<file path="src/hw/eqrs_map.vh">
/*
 Constants for the egress queue ratio scheduler: register offsets, field
 positions, reset values and the scheduling period.
 Assumes it is included by its bare name from the design files.
*/
// Functional notes
// - upper enable bit set: queue in bits 14:8 limited to that many packets per period
// - lower enable bit set: queue in bits 6:0 limited to that many packets per period
// - queue 3 strict when its bit is clear: all its packets go before lower queues
// - queue 2 strict when its bit is clear: drained before any lower queue sends
// - queue 1 strict when its bit is clear: drained before queue 0 sends
// - queue 0 strict when its bit is clear: sends only after higher queues served
// - priority 3,2,1,0; queues 2,3 in first port register, 0,1 in second
// - reset limit is 4 for queue 2 and 8 for queue 3
// - reset limit is 1 for queue 0 and 2 for queue 1
// - all enable bits set after reset, so every queue starts count limited
// - ports 2 and 3 each own independent read-write settings for their egress
`ifndef EQRS_MAP_VH
`define EQRS_MAP_VH

// ************************************************************
// register byte offsets
// ************************************************************
`define EQRS_OFS_P2_HI 8'hcc
`define EQRS_OFS_P2_LO 8'hce
`define EQRS_OFS_P3_HI 8'hd0
`define EQRS_OFS_P3_LO 8'hd2

// ************************************************************
// field positions
// ************************************************************
`define EQRS_UPR_EN 15
`define EQRS_UPR_MSB 14
`define EQRS_UPR_LSB 8
`define EQRS_LWR_EN 7
`define EQRS_LWR_MSB 6
`define EQRS_LWR_LSB 0

// ************************************************************
// reset values
// ************************************************************
`define EQRS_RST_HI 16'h8488
`define EQRS_RST_LO 16'h8182

// ************************************************************
// timing
// ************************************************************
`define EQRS_CLK_NS 8
`define EQRS_PERIOD_NS 8000
`define EQRS_PERIOD_CYC (`EQRS_PERIOD_NS / `EQRS_CLK_NS)

`endif

</file>
<file path="src/hw/eqrs_queue_credit.v">
/*
 Per-queue packet allowance counter.
 Assumes refresh and sent pulses come from logic on the same clock.
*/
`timescale 1ns/1ps
module eqrs_queue_credit (
  // clock and reset
  input wire i_mclk,
  input wire i_arst_n,
  // configuration
  input wire i_ratio_en,
  input wire [6:0] i_limit,
  // events
  input wire i_refresh,
  input wire i_sent,
  // status
  output wire o_has_credit
);
  reg [6:0] used_ff;
  reg [6:0] nxt_used;

  // ************************************************************
  // usage count
  // ************************************************************
  // a packet sent in the refresh cycle counts against the new period
  always @* begin
    nxt_used = used_ff;
    if (i_refresh) begin
      nxt_used = {6'h00, i_sent};
    end else if (i_sent && (used_ff != 7'h7f)) begin
      nxt_used = used_ff + 7'h01; // saturate, never wrap back to credit
    end
  end

  always @(posedge i_mclk or negedge i_arst_n) begin
    if (!i_arst_n) begin
      used_ff <= 7'h00;
    end else begin
      used_ff <= nxt_used;
    end
  end

  // strict queues always eligible; ratio queues until the limit is used
  assign o_has_credit = !i_ratio_en || (used_ff < i_limit);

endmodule // eqrs_queue_credit

</file>
<file path="src/hw/eqrs_port_arb.v">
/*
 Per-port priority picker with a registered one-hot grant.
 Assumes pending flags fall within one cycle after a grant is taken.
*/
`timescale 1ns/1ps
module eqrs_port_arb (
  // clock and reset
  input wire i_mclk,
  input wire i_arst_n,
  // queue state
  input wire [3:0] i_pend,
  input wire [3:0] i_credit,
  input wire i_tx_ready,
  // grant
  output wire [3:0] o_grant
);
  reg [3:0] grant_ff;
  reg [3:0] nxt_grant;
  wire [3:0] elig;

  assign elig = i_pend & i_credit;

  // ************************************************************
  // selection
  // ************************************************************
  // one gap cycle after each grant lets pending and credit settle
  always @* begin
    nxt_grant = 4'h0;
    if (i_tx_ready && (grant_ff == 4'h0)) begin
      if (elig[3]) begin
        nxt_grant = 4'h8;
      end else if (elig[2]) begin
        nxt_grant = 4'h4;
      end else if (elig[1]) begin
        nxt_grant = 4'h2;
      end else if (elig[0]) begin
        nxt_grant = 4'h1;
      end
    end
  end

  always @(posedge i_mclk or negedge i_arst_n) begin
    if (!i_arst_n) begin
      grant_ff <= 4'h0;
    end else begin
      grant_ff <= nxt_grant;
    end
  end

  assign o_grant = grant_ff;

endmodule // eqrs_port_arb

</file>
<file path="src/hw/eqrs_sched_top.v">
/*
 Egress queue ratio scheduler for switch ports 2 and 3: the four weight
 registers, the scheduling period timer and one arbiter per port.
 Assumes the register strobes, pending flags and ready levels come from
 logic on i_mclk; queue logic removes a packet on each grant pulse.
*/
`timescale 1ns/1ps
`include "eqrs_map.vh"
module eqrs_sched_top (
  // clock and reset
  input wire i_mclk,
  input wire i_arst_n,
  // register access
  input wire i_reg_wr,
  input wire i_reg_rd,
  input wire [7:0] i_reg_addr,
  input wire [1:0] i_reg_be,
  input wire [15:0] i_reg_wdata,
  output wire [15:0] o_reg_rdata,
  output wire o_reg_rvalid,
  // port 2 egress queues
  input wire [3:0] i_p2_pend,
  input wire i_p2_tx_ready,
  output wire [3:0] o_p2_grant,
  // port 3 egress queues
  input wire [3:0] i_p3_pend,
  input wire i_p3_tx_ready,
  output wire [3:0] o_p3_grant,
  // period marker
  output wire o_period_tick
);
  localparam [31:0] PERIOD_LAST_W = `EQRS_PERIOD_CYC - 1;
  localparam [9:0] PERIOD_LAST = PERIOD_LAST_W[9:0]; // period stays below 1024 cycles
  localparam [7:0] HI_ADDR2 = `EQRS_OFS_P2_HI;
  localparam [7:0] LO_ADDR2 = `EQRS_OFS_P2_LO;
  localparam [7:0] HI_ADDR3 = `EQRS_OFS_P3_HI;
  localparam [7:0] LO_ADDR3 = `EQRS_OFS_P3_LO;

  reg [15:0] p2_hi_ff;
  reg [15:0] p2_lo_ff;
  reg [15:0] p3_hi_ff;
  reg [15:0] p3_lo_ff;
  reg [15:0] rdata_ff;
  reg [15:0] nxt_rdata;
  reg rvalid_ff;
  reg [9:0] period_cnt_ff;
  reg [9:0] nxt_period_cnt;
  reg period_tick_ff;
  wire [6:0] word_addr;
  wire sel_p2_hi;
  wire sel_p2_lo;
  wire sel_p3_hi;
  wire sel_p3_lo;
  wire [3:0] p2_en;
  wire [27:0] p2_lim;
  wire [3:0] p3_en;
  wire [27:0] p3_lim;
  wire [3:0] p2_credit;
  wire [3:0] p3_credit;
  wire [3:0] p2_grant;
  wire [3:0] p3_grant;

  // ************************************************************
  // byte lane merge
  // ************************************************************
  // each strobed byte lane replaces its half of the word
  function [15:0] merge_be;
    input [15:0] old_val;
    input [15:0] new_val;
    input [1:0] be;
    begin
      merge_be = old_val;
      if (be[0]) begin
        merge_be[7:0] = new_val[7:0];
      end
      if (be[1]) begin
        merge_be[15:8] = new_val[15:8];
      end
    end
  endfunction

  // ************************************************************
  // address decode
  // ************************************************************
  // 16-bit registers: address bit 0 is ignored; the byte lanes come from i_reg_be
  assign word_addr = i_reg_addr[7:1];
  assign sel_p2_hi = (word_addr == HI_ADDR2[7:1]);
  assign sel_p2_lo = (word_addr == LO_ADDR2[7:1]);
  assign sel_p3_hi = (word_addr == HI_ADDR3[7:1]);
  assign sel_p3_lo = (word_addr == LO_ADDR3[7:1]);

  // ************************************************************
  // weight registers
  // ************************************************************
  // each port keeps its own pair; writes never touch the other port
  always @(posedge i_mclk or negedge i_arst_n) begin
    if (!i_arst_n) begin
      p2_hi_ff <= `EQRS_RST_HI;
      p2_lo_ff <= `EQRS_RST_LO;
      p3_hi_ff <= `EQRS_RST_HI;
      p3_lo_ff <= `EQRS_RST_LO;
    end else if (i_reg_wr) begin
      if (sel_p2_hi) begin
        p2_hi_ff <= merge_be(p2_hi_ff, i_reg_wdata, i_reg_be);
      end
      if (sel_p2_lo) begin
        p2_lo_ff <= merge_be(p2_lo_ff, i_reg_wdata, i_reg_be);
      end
      if (sel_p3_hi) begin
        p3_hi_ff <= merge_be(p3_hi_ff, i_reg_wdata, i_reg_be);
      end
      if (sel_p3_lo) begin
        p3_lo_ff <= merge_be(p3_lo_ff, i_reg_wdata, i_reg_be);
      end
    end
  end

  // ************************************************************
  // read back
  // ************************************************************
  // unmapped offsets read as zero so software sees no stale data
  always @* begin
    nxt_rdata = rdata_ff;
    if (i_reg_rd) begin
      if (sel_p2_hi) begin
        nxt_rdata = p2_hi_ff;
      end else if (sel_p2_lo) begin
        nxt_rdata = p2_lo_ff;
      end else if (sel_p3_hi) begin
        nxt_rdata = p3_hi_ff;
      end else if (sel_p3_lo) begin
        nxt_rdata = p3_lo_ff;
      end else begin
        nxt_rdata = 16'h0000;
      end
    end
  end

  always @(posedge i_mclk or negedge i_arst_n) begin
    if (!i_arst_n) begin
      rdata_ff <= 16'h0000;
      rvalid_ff <= 1'b0;
    end else begin
      rdata_ff <= nxt_rdata;
      rvalid_ff <= i_reg_rd;
    end
  end

  assign o_reg_rdata = rdata_ff;
  assign o_reg_rvalid = rvalid_ff;

  // ************************************************************
  // field unpacking
  // ************************************************************
  // vectors indexed by queue number, queue 3 in the top slot
  assign p2_en = {p2_hi_ff[`EQRS_LWR_EN], p2_hi_ff[`EQRS_UPR_EN],
                  p2_lo_ff[`EQRS_LWR_EN], p2_lo_ff[`EQRS_UPR_EN]};
  assign p2_lim = {p2_hi_ff[`EQRS_LWR_MSB:`EQRS_LWR_LSB], p2_hi_ff[`EQRS_UPR_MSB:`EQRS_UPR_LSB],
                   p2_lo_ff[`EQRS_LWR_MSB:`EQRS_LWR_LSB], p2_lo_ff[`EQRS_UPR_MSB:`EQRS_UPR_LSB]};
  assign p3_en = {p3_hi_ff[`EQRS_LWR_EN], p3_hi_ff[`EQRS_UPR_EN],
                  p3_lo_ff[`EQRS_LWR_EN], p3_lo_ff[`EQRS_UPR_EN]};
  assign p3_lim = {p3_hi_ff[`EQRS_LWR_MSB:`EQRS_LWR_LSB], p3_hi_ff[`EQRS_UPR_MSB:`EQRS_UPR_LSB],
                   p3_lo_ff[`EQRS_LWR_MSB:`EQRS_LWR_LSB], p3_lo_ff[`EQRS_UPR_MSB:`EQRS_UPR_LSB]};

  // ************************************************************
  // scheduling period
  // ************************************************************
  // one shared timer keeps both ports refreshed on the same edge
  always @* begin
    nxt_period_cnt = period_cnt_ff + 10'h001;
    if (period_cnt_ff == PERIOD_LAST) begin
      nxt_period_cnt = 10'h000;
    end
  end

  always @(posedge i_mclk or negedge i_arst_n) begin
    if (!i_arst_n) begin
      period_cnt_ff <= 10'h000;
      period_tick_ff <= 1'b0;
    end else begin
      period_cnt_ff <= nxt_period_cnt;
      period_tick_ff <= (period_cnt_ff == PERIOD_LAST);
    end
  end

  assign o_period_tick = period_tick_ff;

  // ************************************************************
  // allowance counters
  // ************************************************************
  // a limit of zero in ratio mode blocks the queue for good
  genvar q;
  generate
    for (q = 0; q < 4; q = q + 1) begin : g_queue
      eqrs_queue_credit u_p2_credit (
        .i_mclk(i_mclk),
        .i_arst_n(i_arst_n),
        .i_ratio_en(p2_en[q]),
        .i_limit(p2_lim[7*q+6:7*q]),
        .i_refresh(period_tick_ff),
        .i_sent(p2_grant[q]),
        .o_has_credit(p2_credit[q])
      );
      eqrs_queue_credit u_p3_credit (
        .i_mclk(i_mclk),
        .i_arst_n(i_arst_n),
        .i_ratio_en(p3_en[q]),
        .i_limit(p3_lim[7*q+6:7*q]),
        .i_refresh(period_tick_ff),
        .i_sent(p3_grant[q]),
        .o_has_credit(p3_credit[q])
      );
    end
  endgenerate

  // ************************************************************
  // per-port arbiters
  // ************************************************************
  eqrs_port_arb u_p2_arb (
    .i_mclk(i_mclk),
    .i_arst_n(i_arst_n),
    .i_pend(i_p2_pend),
    .i_credit(p2_credit),
    .i_tx_ready(i_p2_tx_ready),
    .o_grant(p2_grant)
  );

  eqrs_port_arb u_p3_arb (
    .i_mclk(i_mclk),
    .i_arst_n(i_arst_n),
    .i_pend(i_p3_pend),
    .i_credit(p3_credit),
    .i_tx_ready(i_p3_tx_ready),
    .o_grant(p3_grant)
  );

  // grants leave straight from the arbiter flip-flops
  assign o_p2_grant = p2_grant;
  assign o_p3_grant = p3_grant;

endmodule // eqrs_sched_top

</file>
<file path="config.mk">
export PLATFORM = sky130hd
export DESIGN_NAME = eqrs_sched_top
export DESIGN_NICKNAME = d
export VERILOG_FILES = /design/src/hw/eqrs_queue_credit.v /design/src/hw/eqrs_port_arb.v /design/src/hw/eqrs_sched_top.v
export VERILOG_INCLUDE_DIRS = /design/src /design/src/hw
export SDC_FILE = /design/constraint.sdc
export NUM_CORES = 1
export LEC_CHECK = 0
export BUFFER_PORTS_ARGS = -buffer_cell sky130_fd_sc_hd__buf_4
export CAP_MARGIN = 0
export CORE_MARGIN = 3
export CORE_UTILIZATION = 40
export CTS_CLUSTER_DIAMETER = 100
export CTS_CLUSTER_SIZE = 20
export DETAILED_ROUTE_END_ITERATION = 8
export HOLD_SLACK_MARGIN = 0.08
export SLEW_MARGIN = 20
export SYNTH_ARGS = -nofsm -noshare
export SYNTH_HDL_FRONTEND = slang
export SYNTH_HIERARCHICAL = 1
export SYNTH_SLANG_ARGS = --single-unit
</file>
<file path="constraint.sdc">
create_clock -name i_mclk -period 3.4 [get_ports i_mclk]
set_clock_uncertainty 0.2 [all_clocks]
set_input_delay 0.68 -clock i_mclk [delete_from_list [all_inputs] [get_ports i_mclk]]
set_output_delay 0.68 -clock i_mclk [all_outputs]
set_load 0.005 [all_outputs]
</file>
==> results of run 1 <==
-- worst paths after layout --
kind / from / end / slack (ns) / cells after the start
worst max-delay path: i_reg_addr[5] / p3_hi_ff[6]$_DFFE_PN0P_ / 0.97 / 5
worst min-delay path: period_cnt_ff[9]$_DFF_PN0_ / period_cnt_ff[9]$_DFF_PN0_ / 0.29 / 1
worst max register to register: period_cnt_ff[0]$_DFF_PN0_ / period_cnt_ff[5]$_DFF_PN0_ / 1.24 / 5
worst min register to register: period_cnt_ff[9]$_DFF_PN0_ / period_cnt_ff[9]$_DFF_PN0_ / 0.29 / 1
max in group asynchronous: i_arst_n / p3_hi_ff[15]$_DFFE_PN1P_ / 1.61 / 3
min in group asynchronous: i_arst_n / g_queue[2].u_p2_credit/used_ff[6]$_DFFE_PN0P_ / 0.57 / 2
-- what timing repair did --
action / 4_1_cts / 5_1_grt
endpoints found under the setup margin: 0 / 0
hold endpoints to repair: 46 / 0
hold buffers: 1 / 0
-- layout make-up --
type / count / share of cell area
clock inverters: 11 / 0.0125
inverters: 49 / 0.0187
flip-flops and latches: 156 / 0.399
multi-input cells: 534 / 0.433
well taps: 270 / 0.0344
repair buffers: 73 / 0.0577
clock buffers: 21 / 0.0448
-- cells in the final DEF (no fill, tap or decap), types with 16 or more instances in the layout --
cell	instances
a21oi_1	56
a31oi_1	18
buf_4	70
clkbuf_16	17
dfrtp_1	139
dfstp_2	16
ha_1	57
inv_1	49
mux2_2	64
mux2i_1	16
nand2_1	36
nand2_2	16
nand3_1	25
nor2_1	19
nor2b_1	25
o21ai_0	17
o21bai_1	16
o221ai_1	16
-- kinds of logic (layout without fill, tap and decap cells) --
family,count (synthesis),after routing,synth area share
and+or+nand+nor,219,219,0.167
AOI/OAI and AO/OA,171,171,0.141
DFF,156,156,0.465
muxes,80,80,0.104
buffers and inverters,63,154,0.0306
adders and majority gates,57,57,0.0845
xor gates and xnor gates,7,7,0.00727
-- power by group through the flow --
stage | Clock (W) | Combinational, W | Sequential, W
2_1_floorplan | 0 | 0.000630 | 0.00226
3_3_place_gp | 0 | 0.000847 | 0.00234
3_5_place_dp | 0 | 0.000873 | 0.00234
4_1_cts | 0.00189 | 0.000875 | 0.00231
5_1_grt | 0.00198 | 0.00101 | 0.00234
6_report | 0.00183 | 0.000862 | 0.00231
-- sequential cells by signal (all words and copies together) (netlist names), 4 cells and up --
signal and cells:
u_p3_arb/o_grant 4, p2_lo_ff 16, u_p2_arb/o_grant 4, g_queue.u_p3_credit/used_ff 28
period_cnt_ff 10, p3_hi_ff 16, o_reg_rdata 16, p2_hi_ff 16
p3_lo_ff 16, g_queue.u_p2_credit/used_ff 28
-- metrics by stage --
step	power, W	std cells	area, µm²	hold slack, ns
floorplan	0.00289	753	8440	0.184
global placement	0.00318	1081	9260	0.275
detailed placement	0.00321	1081	9260	0.280
CTS	0.00507	1114	9830	0.287
global route	0.00533	1114	9830	0.299
finish	0.00500	1114	9830	0.289
-- per-layer routing --
metal	GRT usage	up-vias	wire length, µm
li1	-	2973	-
met1	0.247	2966	9190
met2	0.275	92	9180
met3	0.0395	15	652
met4	0.0381	0	159
met5	0	-	0
-- worst max-delay path, delay by kind of cell --
kind | cells | cell delay (ns)
muxes | 1 | 0.41
buffers and inverters | 1 | 0.10
and+or+nand+nor | 3 | 1.32
==> results.md, run 1 <==
* Status: completed
* DR iter-0 viols at 313
* Post-synth top area cell: dfrtp_1
* Vias in the first global route at 5814
* Top-count cell post-synth: dfrtp_1
* Hold Crit Class: reg2reg
* Fraction of the yosys area taken by sequential cells at 0.465
* CP Launch Type: input port
* Max Clock Freq at 0.412 GHz
* Top cells by area, synth: dfrtp_1 42%, mux2_2 8.5%, ha_1 8.5%
* Yosys reg bits at 156
* # nets final at 928
* Final setup TNS at 0 ns
* IO Count at 66
* Clock power frac at 0.366
* Peak supply drop at 292 µV
* Crit-path max cell delay at 0.74 ns
* Nature of the critical path endpoint: flop
* Area of the multi-input gates at 0.00425 mm²
* TritonCTS Buffers at 17
* Part of the power in registers at 0.461
* Initial Utilization at 0.412
* Final Slew Violations at 0
* RSZ-0062 raised after global routing: false
* Worst-path cell chain: buf_4, and3b_1, nand3_1, nor3_2, mux2_2
* Routed via count at 6046
* GRT Total Usage at 0.175
* Most frequent cells after synthesis: 140 x dfrtp_1, 64 x mux2_2, 57 x ha_1
* Antenna viol nets, final at 0
* Largest net degree at the start of global routing at 62
* Syn Std Cell Area at 0.00844 mm²
* Die Y-Extent at 151 µm
* H-tree levels at 4
* Async S/R FF share, synth at 1.00
* Ys flop type: dfrtp_1
* Final worst-path setup slack at 0.973 ns
* Ratio of final minimum period to clock period at 0.714
* Drt pass-1 iters at 4
* Lkg Pwr at 4.44 nW
* Initial antenna violation count at 0
* EDFF count, synth at 0
* Post-DP HPWL at 13.8 mm
* Max clock buf depth at 2
* GRT overflow at 0
* Ys Warns at 6
* CTS clk-pin slew, worst paths at 0.06 ns
* Comb power frac at 0.172
* Max_cap viols at 0
* Antenna diode count at 0
* FILL cells at 1921
* Fin util at 0.480
* First-pass GRT wire length at 31.0 mm
* CTS Sinks at 156
* Critical Path AT at 2.53 ns
* Die Width at 151 µm
* PwrDens at 509 mW/mm²
* Synth cell types at 46
* Slew of the pin with the lowest slew margin at 0.729 ns
* Vias/cell at 5.43
* Drc violations at 0
* Setup violations, final at 0
* Req. time, crit path at 3.50 ns
* Switching share of power at 0.281
* Critical path class: in2reg
* Int Power at 0.00360 W
* WL/cell at 17.2 µm
* Row count at 52
* FF/Latch Area at 0.00393 mm²
* Core area at 0.0205 mm²
* Syn Nets at 850
* Port bufs at 64
* Syn_area_per_cell at 11.2 µm²
* Minimum clock period at 2.43 ns
* Detailed-route wire length at 19.2 mm
* Clk Latency, worst-skew pair at 0.42 ns
* Share of layout cells above drive strength 1 at 0.293
* Psw at 0.00140 W
* CTS Root Cell: clkbuf_16
* Routability Congestion at 0.757
* Endpoints failing hold at 0
* Syn-to-layout area delta at 16.5%
* CTS resizes at 0
* Die area at 0.0229 mm²
* Pre-CTS setup slack at 0.556 ns
* Yosys top cell area share at 0.415
* Slew HR at 0.512
* Post-CTS Setup Bufs at 0
* Critical Path Fanout Max at 9
* Cells after synthesis at 753
* CTS tree: yes
* CP max stage cell: nor3_2
Power figures use the tool's default switching activity.
==> run 2, diff against run 1 <==
==> constraint.sdc (replaced) <==
create_clock -name i_mclk -period 2.1 [get_ports i_mclk]
set_clock_uncertainty 0.2 [all_clocks]
set_input_delay 0.42 -clock i_mclk [delete_from_list [all_inputs] [get_ports i_mclk]]
set_output_delay 0.42 -clock i_mclk [all_outputs]
set_load 0.005 [all_outputs]
==> run 2 against run 1 <==
Sequential power is 61% higher. Flip-flop and latch count stayed put. Total power is 69% higher. Combinational power is 76% higher. Core utilization is 3.0 points higher. Critical path depth is 1 higher. Critical endpoint is now period_cnt_ff[8]$_DFF_PN0_. Highest routed layer unchanged.
==> results.md, run 2 (synthesis gave the netlist of run 1 again) <==
* Core area at 0.0205 mm²
* Max clock buf depth at 2
* Hold Crit Class: in2reg
* FILL cells at 1862
* Port bufs at 64
* Vias in the first global route at 6217
* Routed via count at 6278
* Nature of the critical path endpoint: flop
* RSZ-0062 raised after global routing: false
* Vias/cell at 5.38
* Routability Congestion at 0.764
* Placed cells at 1109
* Die Y-Extent at 151 µm
* Final Slew Violations at 0
* DR iter-0 viols at 344
* IO Count at 66
* Peak supply drop at 529 µV
* Critical Path AT at 2.10 ns
* Row count at 52
* # nets final at 980
* Ratio of final minimum period to clock period at 0.947
* Slew of the pin with the lowest slew margin at 0.369 ns
* CP delay by family, top: simple AND/OR/NAND/NOR gates
* CTS Root Cell: clkbuf_16
* Largest net degree at the start of global routing at 65
* FF/Latch Area at 0.00393 mm²
* Max_cap viols at 0
* Initial Utilization at 0.412
* Drt pass-1 iters at 4
* CP bufs+invs at 1
* Drc violations at 0
* Endpoints failing hold at 0
* Most common cell after layout, fill and taps aside: dfrtp_1
* Setup violations, final at 0
* CTS clk-pin slew, worst paths at 0.06 ns
* TritonCTS Buffers at 17
* Initial antenna violation count at 0
* PwrDens at 809 mW/mm²
* Regs by FF count: g_queue.u_p2_credit/used_ff x28, g_queue.u_p3_credit/used_ff x28
* Post-DP HPWL at 14.2 mm
* Clk Latency, worst-skew pair at 0.43 ns
* Most frequent cells in the layout: 139 x dfrtp_1, 89 x buf_4, 64 x mux2_2, 57 x ha_1, 56 x a21oi_1
* First-pass GRT wire length at 32.2 mm
* Die area at 0.0229 mm²
* Max Clock Freq at 0.503 GHz
* Crit-path max cell delay at 0.63 ns
* CTS Sinks at 156
* Antenna diode count at 0
* Detailed-route wire length at 19.5 mm
* GRT Total Usage at 0.180
* Req. time, crit path at 2.21 ns
* Worst-path cell chain: ha_1, nand2_1, or4b_2, nor2_2, buf_4, nor2_1
* H-tree levels at 4
* WL/cell at 16.7 µm
* Syn-to-layout area delta at 23.9%
* CTS tree: yes
* Die Width at 151 µm
* Minimum clock period at 1.99 ns
* Area post-placement at 0.00958 mm²
* Reg2reg setup slack at 0.11 ns
* GRT overflow at 0
* Design area at 0.0104 mm²
* Critical path class: reg2reg
* Area of the multi-input gates at 0.00425 mm²
* Post-CTS Setup Bufs at 0
* Slew HR at 0.754
* Lkg Pwr at 4.73 nW
* CP Launch Type: flop
* Finished Layout Cells at 1166
* Antenna viol nets, final at 0
* Critical Path Fanout Max at 6
* Share of layout cells above drive strength 1 at 0.311
* CP max stage cell: or4b_2
* Status: completed
-- run 2: worst paths after layout --
path / from / to / cells past startpoint
min in group asynchronous: i_arst_n / g_queue[2].u_p2_credit/used_ff[5]$_DFFE_PN0P_ / 2
setup / recovery: period_cnt_ff[1]$_DFF_PN0_ / period_cnt_ff[8]$_DFF_PN0_ / 6
hold reg to reg: period_cnt_ff[9]$_DFF_PN0_ / period_cnt_ff[9]$_DFF_PN0_ / 1
hold / removal: i_p3_pend[3] / u_p3_arb/o_grant[3]$_DFF_PN0_ / 2
setup reg to reg: period_cnt_ff[1]$_DFF_PN0_ / period_cnt_ff[8]$_DFF_PN0_ / 6
max in group asynchronous: i_arst_n / p3_hi_ff[3]$_DFFE_PN1P_ / 3
-- run 2: layout make-up --
class / count / area share
Tap cell: 270 / 0.0323
Inverter: 49 / 0.0176
Multi-Input combinational cell: 534 / 0.407
Sequential cell: 156 / 0.376
Timing Repair Buffer: 125 / 0.108
Clock buffer: 19 / 0.0433
Clock inverter: 13 / 0.0158
-- run 2: metrics by stage --
stage	utilization	total power, W	setup WS (ns)	TNS (ns)	hold WS, ns
final	0.510	0.00846	0.112	0	0.108
after global routing	0.510	0.00899	0.00550	0	0.0865
after CTS	0.509	0.00856	0.0792	0	0.0859
after detailed placement	0.467	0.00527	-0.197	-5.30	0.0828
after global placement	0.467	0.00520	-0.143	-3.90	0.0851
after floorplan	-	0.00468	0.122	0	-0.0756
-- run 2: power breakdown --
| part | switching (W) | total (W) | internal (W) |
|---|---|---|---|
| Combinational | 0.000710 | 0.00152 | 0.000813 |
| Clock | 0.00129 | 0.00323 | 0.00194 |
| Sequential | 0.000368 | 0.00371 | 0.00334 |
| Total | 0.00236 | 0.00846 | 0.00609 |
-- run 2: layer usage --
layer,routed length [µm],global-route usage,up-vias
met5,0,0,-
li1,-,-,3095
met1,9280,0.246,3086
met2,9300,0.292,80
met3,637,0.0350,17
met4,242,0.0517,0
-- run 2: what timing repair did --
action | CTS | global route
hold endpoints to repair | 207 | 1
setup endpoints to repair | 0 | 4
gates resized for setup | 0 | 2
hold buffers | 24 | 1
==> run 3, diff against run 2 <==
==> constraint.sdc (replaced) <==
create_clock -name i_mclk -period 2.1 [get_ports i_mclk]
set_clock_uncertainty 0.2 [all_clocks]
set_input_delay 0.105 -clock i_mclk [delete_from_list [all_inputs] [get_ports i_mclk]]
set_output_delay 0.105 -clock i_mclk [all_outputs]
set_load 0.005 [all_outputs]
==> run 3 against run 2 <==
Cell count fell by 0.17%. Fmax shrank 1.8%. Via count down 0.54%. Critical path depth is 3 higher. Highest routed layer unchanged. Core utilization down 0.26 points. Non-clock buffer count fell by 1. Final area decreased by 0.50%. Clock power decreased by 2%. Routed wire length grew 1.9%. Hold slack better by 0.050 ns. Largest power group unchanged. Setup slack worse by 0.037 ns. Combinational power is essentially flat.
==> results.md, run 3 (synthesis gave the netlist of run 1 again) <==
* Slew of the pin with the lowest slew margin at 0.555 ns
* Endpoints failing hold at 0
* Core area at 0.0205 mm²
* Max_cap viols at 0
* Clk Latency, worst-skew pair at 0.42 ns
* Status: completed
* Setup violations, final at 0
* DR iter-0 viols at 333
* Die Width at 151 µm
* CP Launch Type: flop
* Largest net degree at the start of global routing at 57
* Post-DP HPWL at 14.2 mm
* Die area at 0.0229 mm²
* H-tree levels at 4
* IO Count at 66
* Share of layout cells above drive strength 1 at 0.305
* CTS Root Cell: clkbuf_16
* CTS Sinks at 156
* Critical Path AT at 2.16 ns
* First-pass GRT wire length at 32.8 mm
* PwrDens at 808 mW/mm²
* Reg2reg setup slack at 0.07 ns
* Req. time, crit path at 2.24 ns
* Max Clock Freq at 0.494 GHz
* FF-to-FF path depth at 9
* Detailed-route wire length at 19.8 mm
* Min-delay src: i_reg_be[0]
* Port bufs at 64
* Lkg Pwr at 4.73 nW
* Worst R2R End: u_p2_arb/o_grant[0]$_DFF_PN0_
* CTS clk-pin slew, worst paths at 0.06 ns
* RSZ-0062 raised after global routing: false
* GRT overflow at 0
* Syn-to-layout area delta at 23.2%
* Row count at 52
* Ratio of final minimum period to clock period at 0.964
* Final setup TNS at 0 ns
* TritonCTS Buffers at 17
* Die Y-Extent at 151 µm
* Initial antenna violation count at 0
* Vias/cell at 5.36
* WL/cell at 17.0 µm
* Most frequent cells in the layout: 139 x dfrtp_1, 87 x buf_4, 64 x mux2_2, 56 x a21oi_1, 56 x ha_1
* Peak supply drop at 425 µV
* Regs by FF count: g_queue.u_p2_credit/used_ff x28, g_queue.u_p3_credit/used_ff x28
* Final Slew Violations at 0
* Fin util at 0.507
* Critical Path Fanout Max at 3
* Routability Congestion at 0.780
* Hold Crit Class: in2reg
* GRT Total Usage at 0.182
* Hold Path End: p3_lo_ff[0]$_DFFE_PN0P_
* Routed via count at 6244
* Hold path depth at 5
* Drt pass-1 iters at 4
* Vias in the first global route at 6277
* Nature of the critical path endpoint: flop
* # nets final at 979
* Initial Utilization at 0.412
* Slew HR at 0.630
* Critical path class: reg2reg
* Drc violations at 0
* Most common cell after layout, fill and taps aside: dfrtp_1
* CTS tree: yes
* Antenna viol nets, final at 0
* R2r startpoint: p2_hi_ff[3]$_DFFE_PN1P_
* Antenna diode count at 0
* Minimum clock period at 2.03 ns
* Max clock buf depth at 2
-- run 3: cell count changes in the layout (fill, tap and decap cells not counted) --
cell,delta
inv_6,-1
dlygate4sd3_1,+4
ha_1,-1
ha_2,+1
o21ai_1,+1
clkinvlp_4,-4
o21ai_0,-1
clkbuf_1,+1
clkinv_2,+3
buf_12,-3
buf_4,-2
-- run 3: report_power, final --
part	switching (W)	internal (W)	total, W
sequential	0.000368	0.00334	0.00371
combinational	0.000721	0.000821	0.00154
clock	0.00123	0.00192	0.00315
total	0.00232	0.00609	0.00840
-- run 3: metal layers --
metal,global-route usage,routed length [µm]
met1,0.248,9490
met2,0.304,9750
met3,0.0341,491
met4,0.0340,106
met5,0,0
-- run 3: worst max path at each step --
stage | slack, ns | from | end
after floorplan | 0.14 | o_period_tick$_DFF_PN0_ | g_queue[0].u_p2_credit/used_ff[0]$_DFFE_PN0P_
after CTS | 0.07 | p3_hi_ff[10]$_DFFE_PN1P_ | u_p3_arb/o_grant[1]$_DFF_PN0_
after detailed placement | 0.07 | p3_hi_ff[10]$_DFFE_PN1P_ | u_p3_arb/o_grant[1]$_DFF_PN0_
after global placement | 0.10 | period_cnt_ff[1]$_DFF_PN0_ | period_cnt_ff[8]$_DFF_PN0_
final | 0.07 | p2_hi_ff[3]$_DFFE_PN1P_ | u_p2_arb/o_grant[0]$_DFF_PN0_
after global routing | 0.01 | p3_hi_ff[3]$_DFFE_PN1P_ | u_p3_arb/o_grant[1]$_DFF_PN0_
-- run 3: per-stage QoR --
stage	power, W	cells	hold slack, ns	cell area, µm²	setup slack [ns]
floorplan	0.00468	753	-0.391	8440	0.139
global placement	0.00521	1103	-0.0794	9500	0.103
detailed placement	0.00526	1103	-0.0767	9500	0.0707
CTS	0.00849	1163	0.151	10400	0.0716
global route	0.00896	1164	0.169	10400	0.0109
finish	0.00840	1164	0.158	10400	0.0749
-- run 3: layout make-up --
cell class,instances,area [µm²]
Clock inverter,11,141
Inverter,49,184
Tap cell,270,338
Fill cell,1844,10100
Sequential cell,156,3930
Timing Repair Buffer,124,1090
Clock buffer,20,457
Multi-Input combinational cell,534,4260
-- run 3: worst max-delay path, cell delays in order (launching register included) --
cell     delay (ns)
dfstp_2        0.54
inv_1          0.04
ha_1           0.27
nand4_1        0.09
a21oi_1        0.12
o21ai_0        0.11
buf_4          0.16
nand2_1        0.07
nand3_2        0.12
nor3b_2        0.21
-- run 3: repair_timing --
action,CTS,global route
endpoints found under the setup margin,0,11
hold endpoints to repair,216,0
buffers inserted,0,1
hold buffers,29,0
resized for setup,0,4
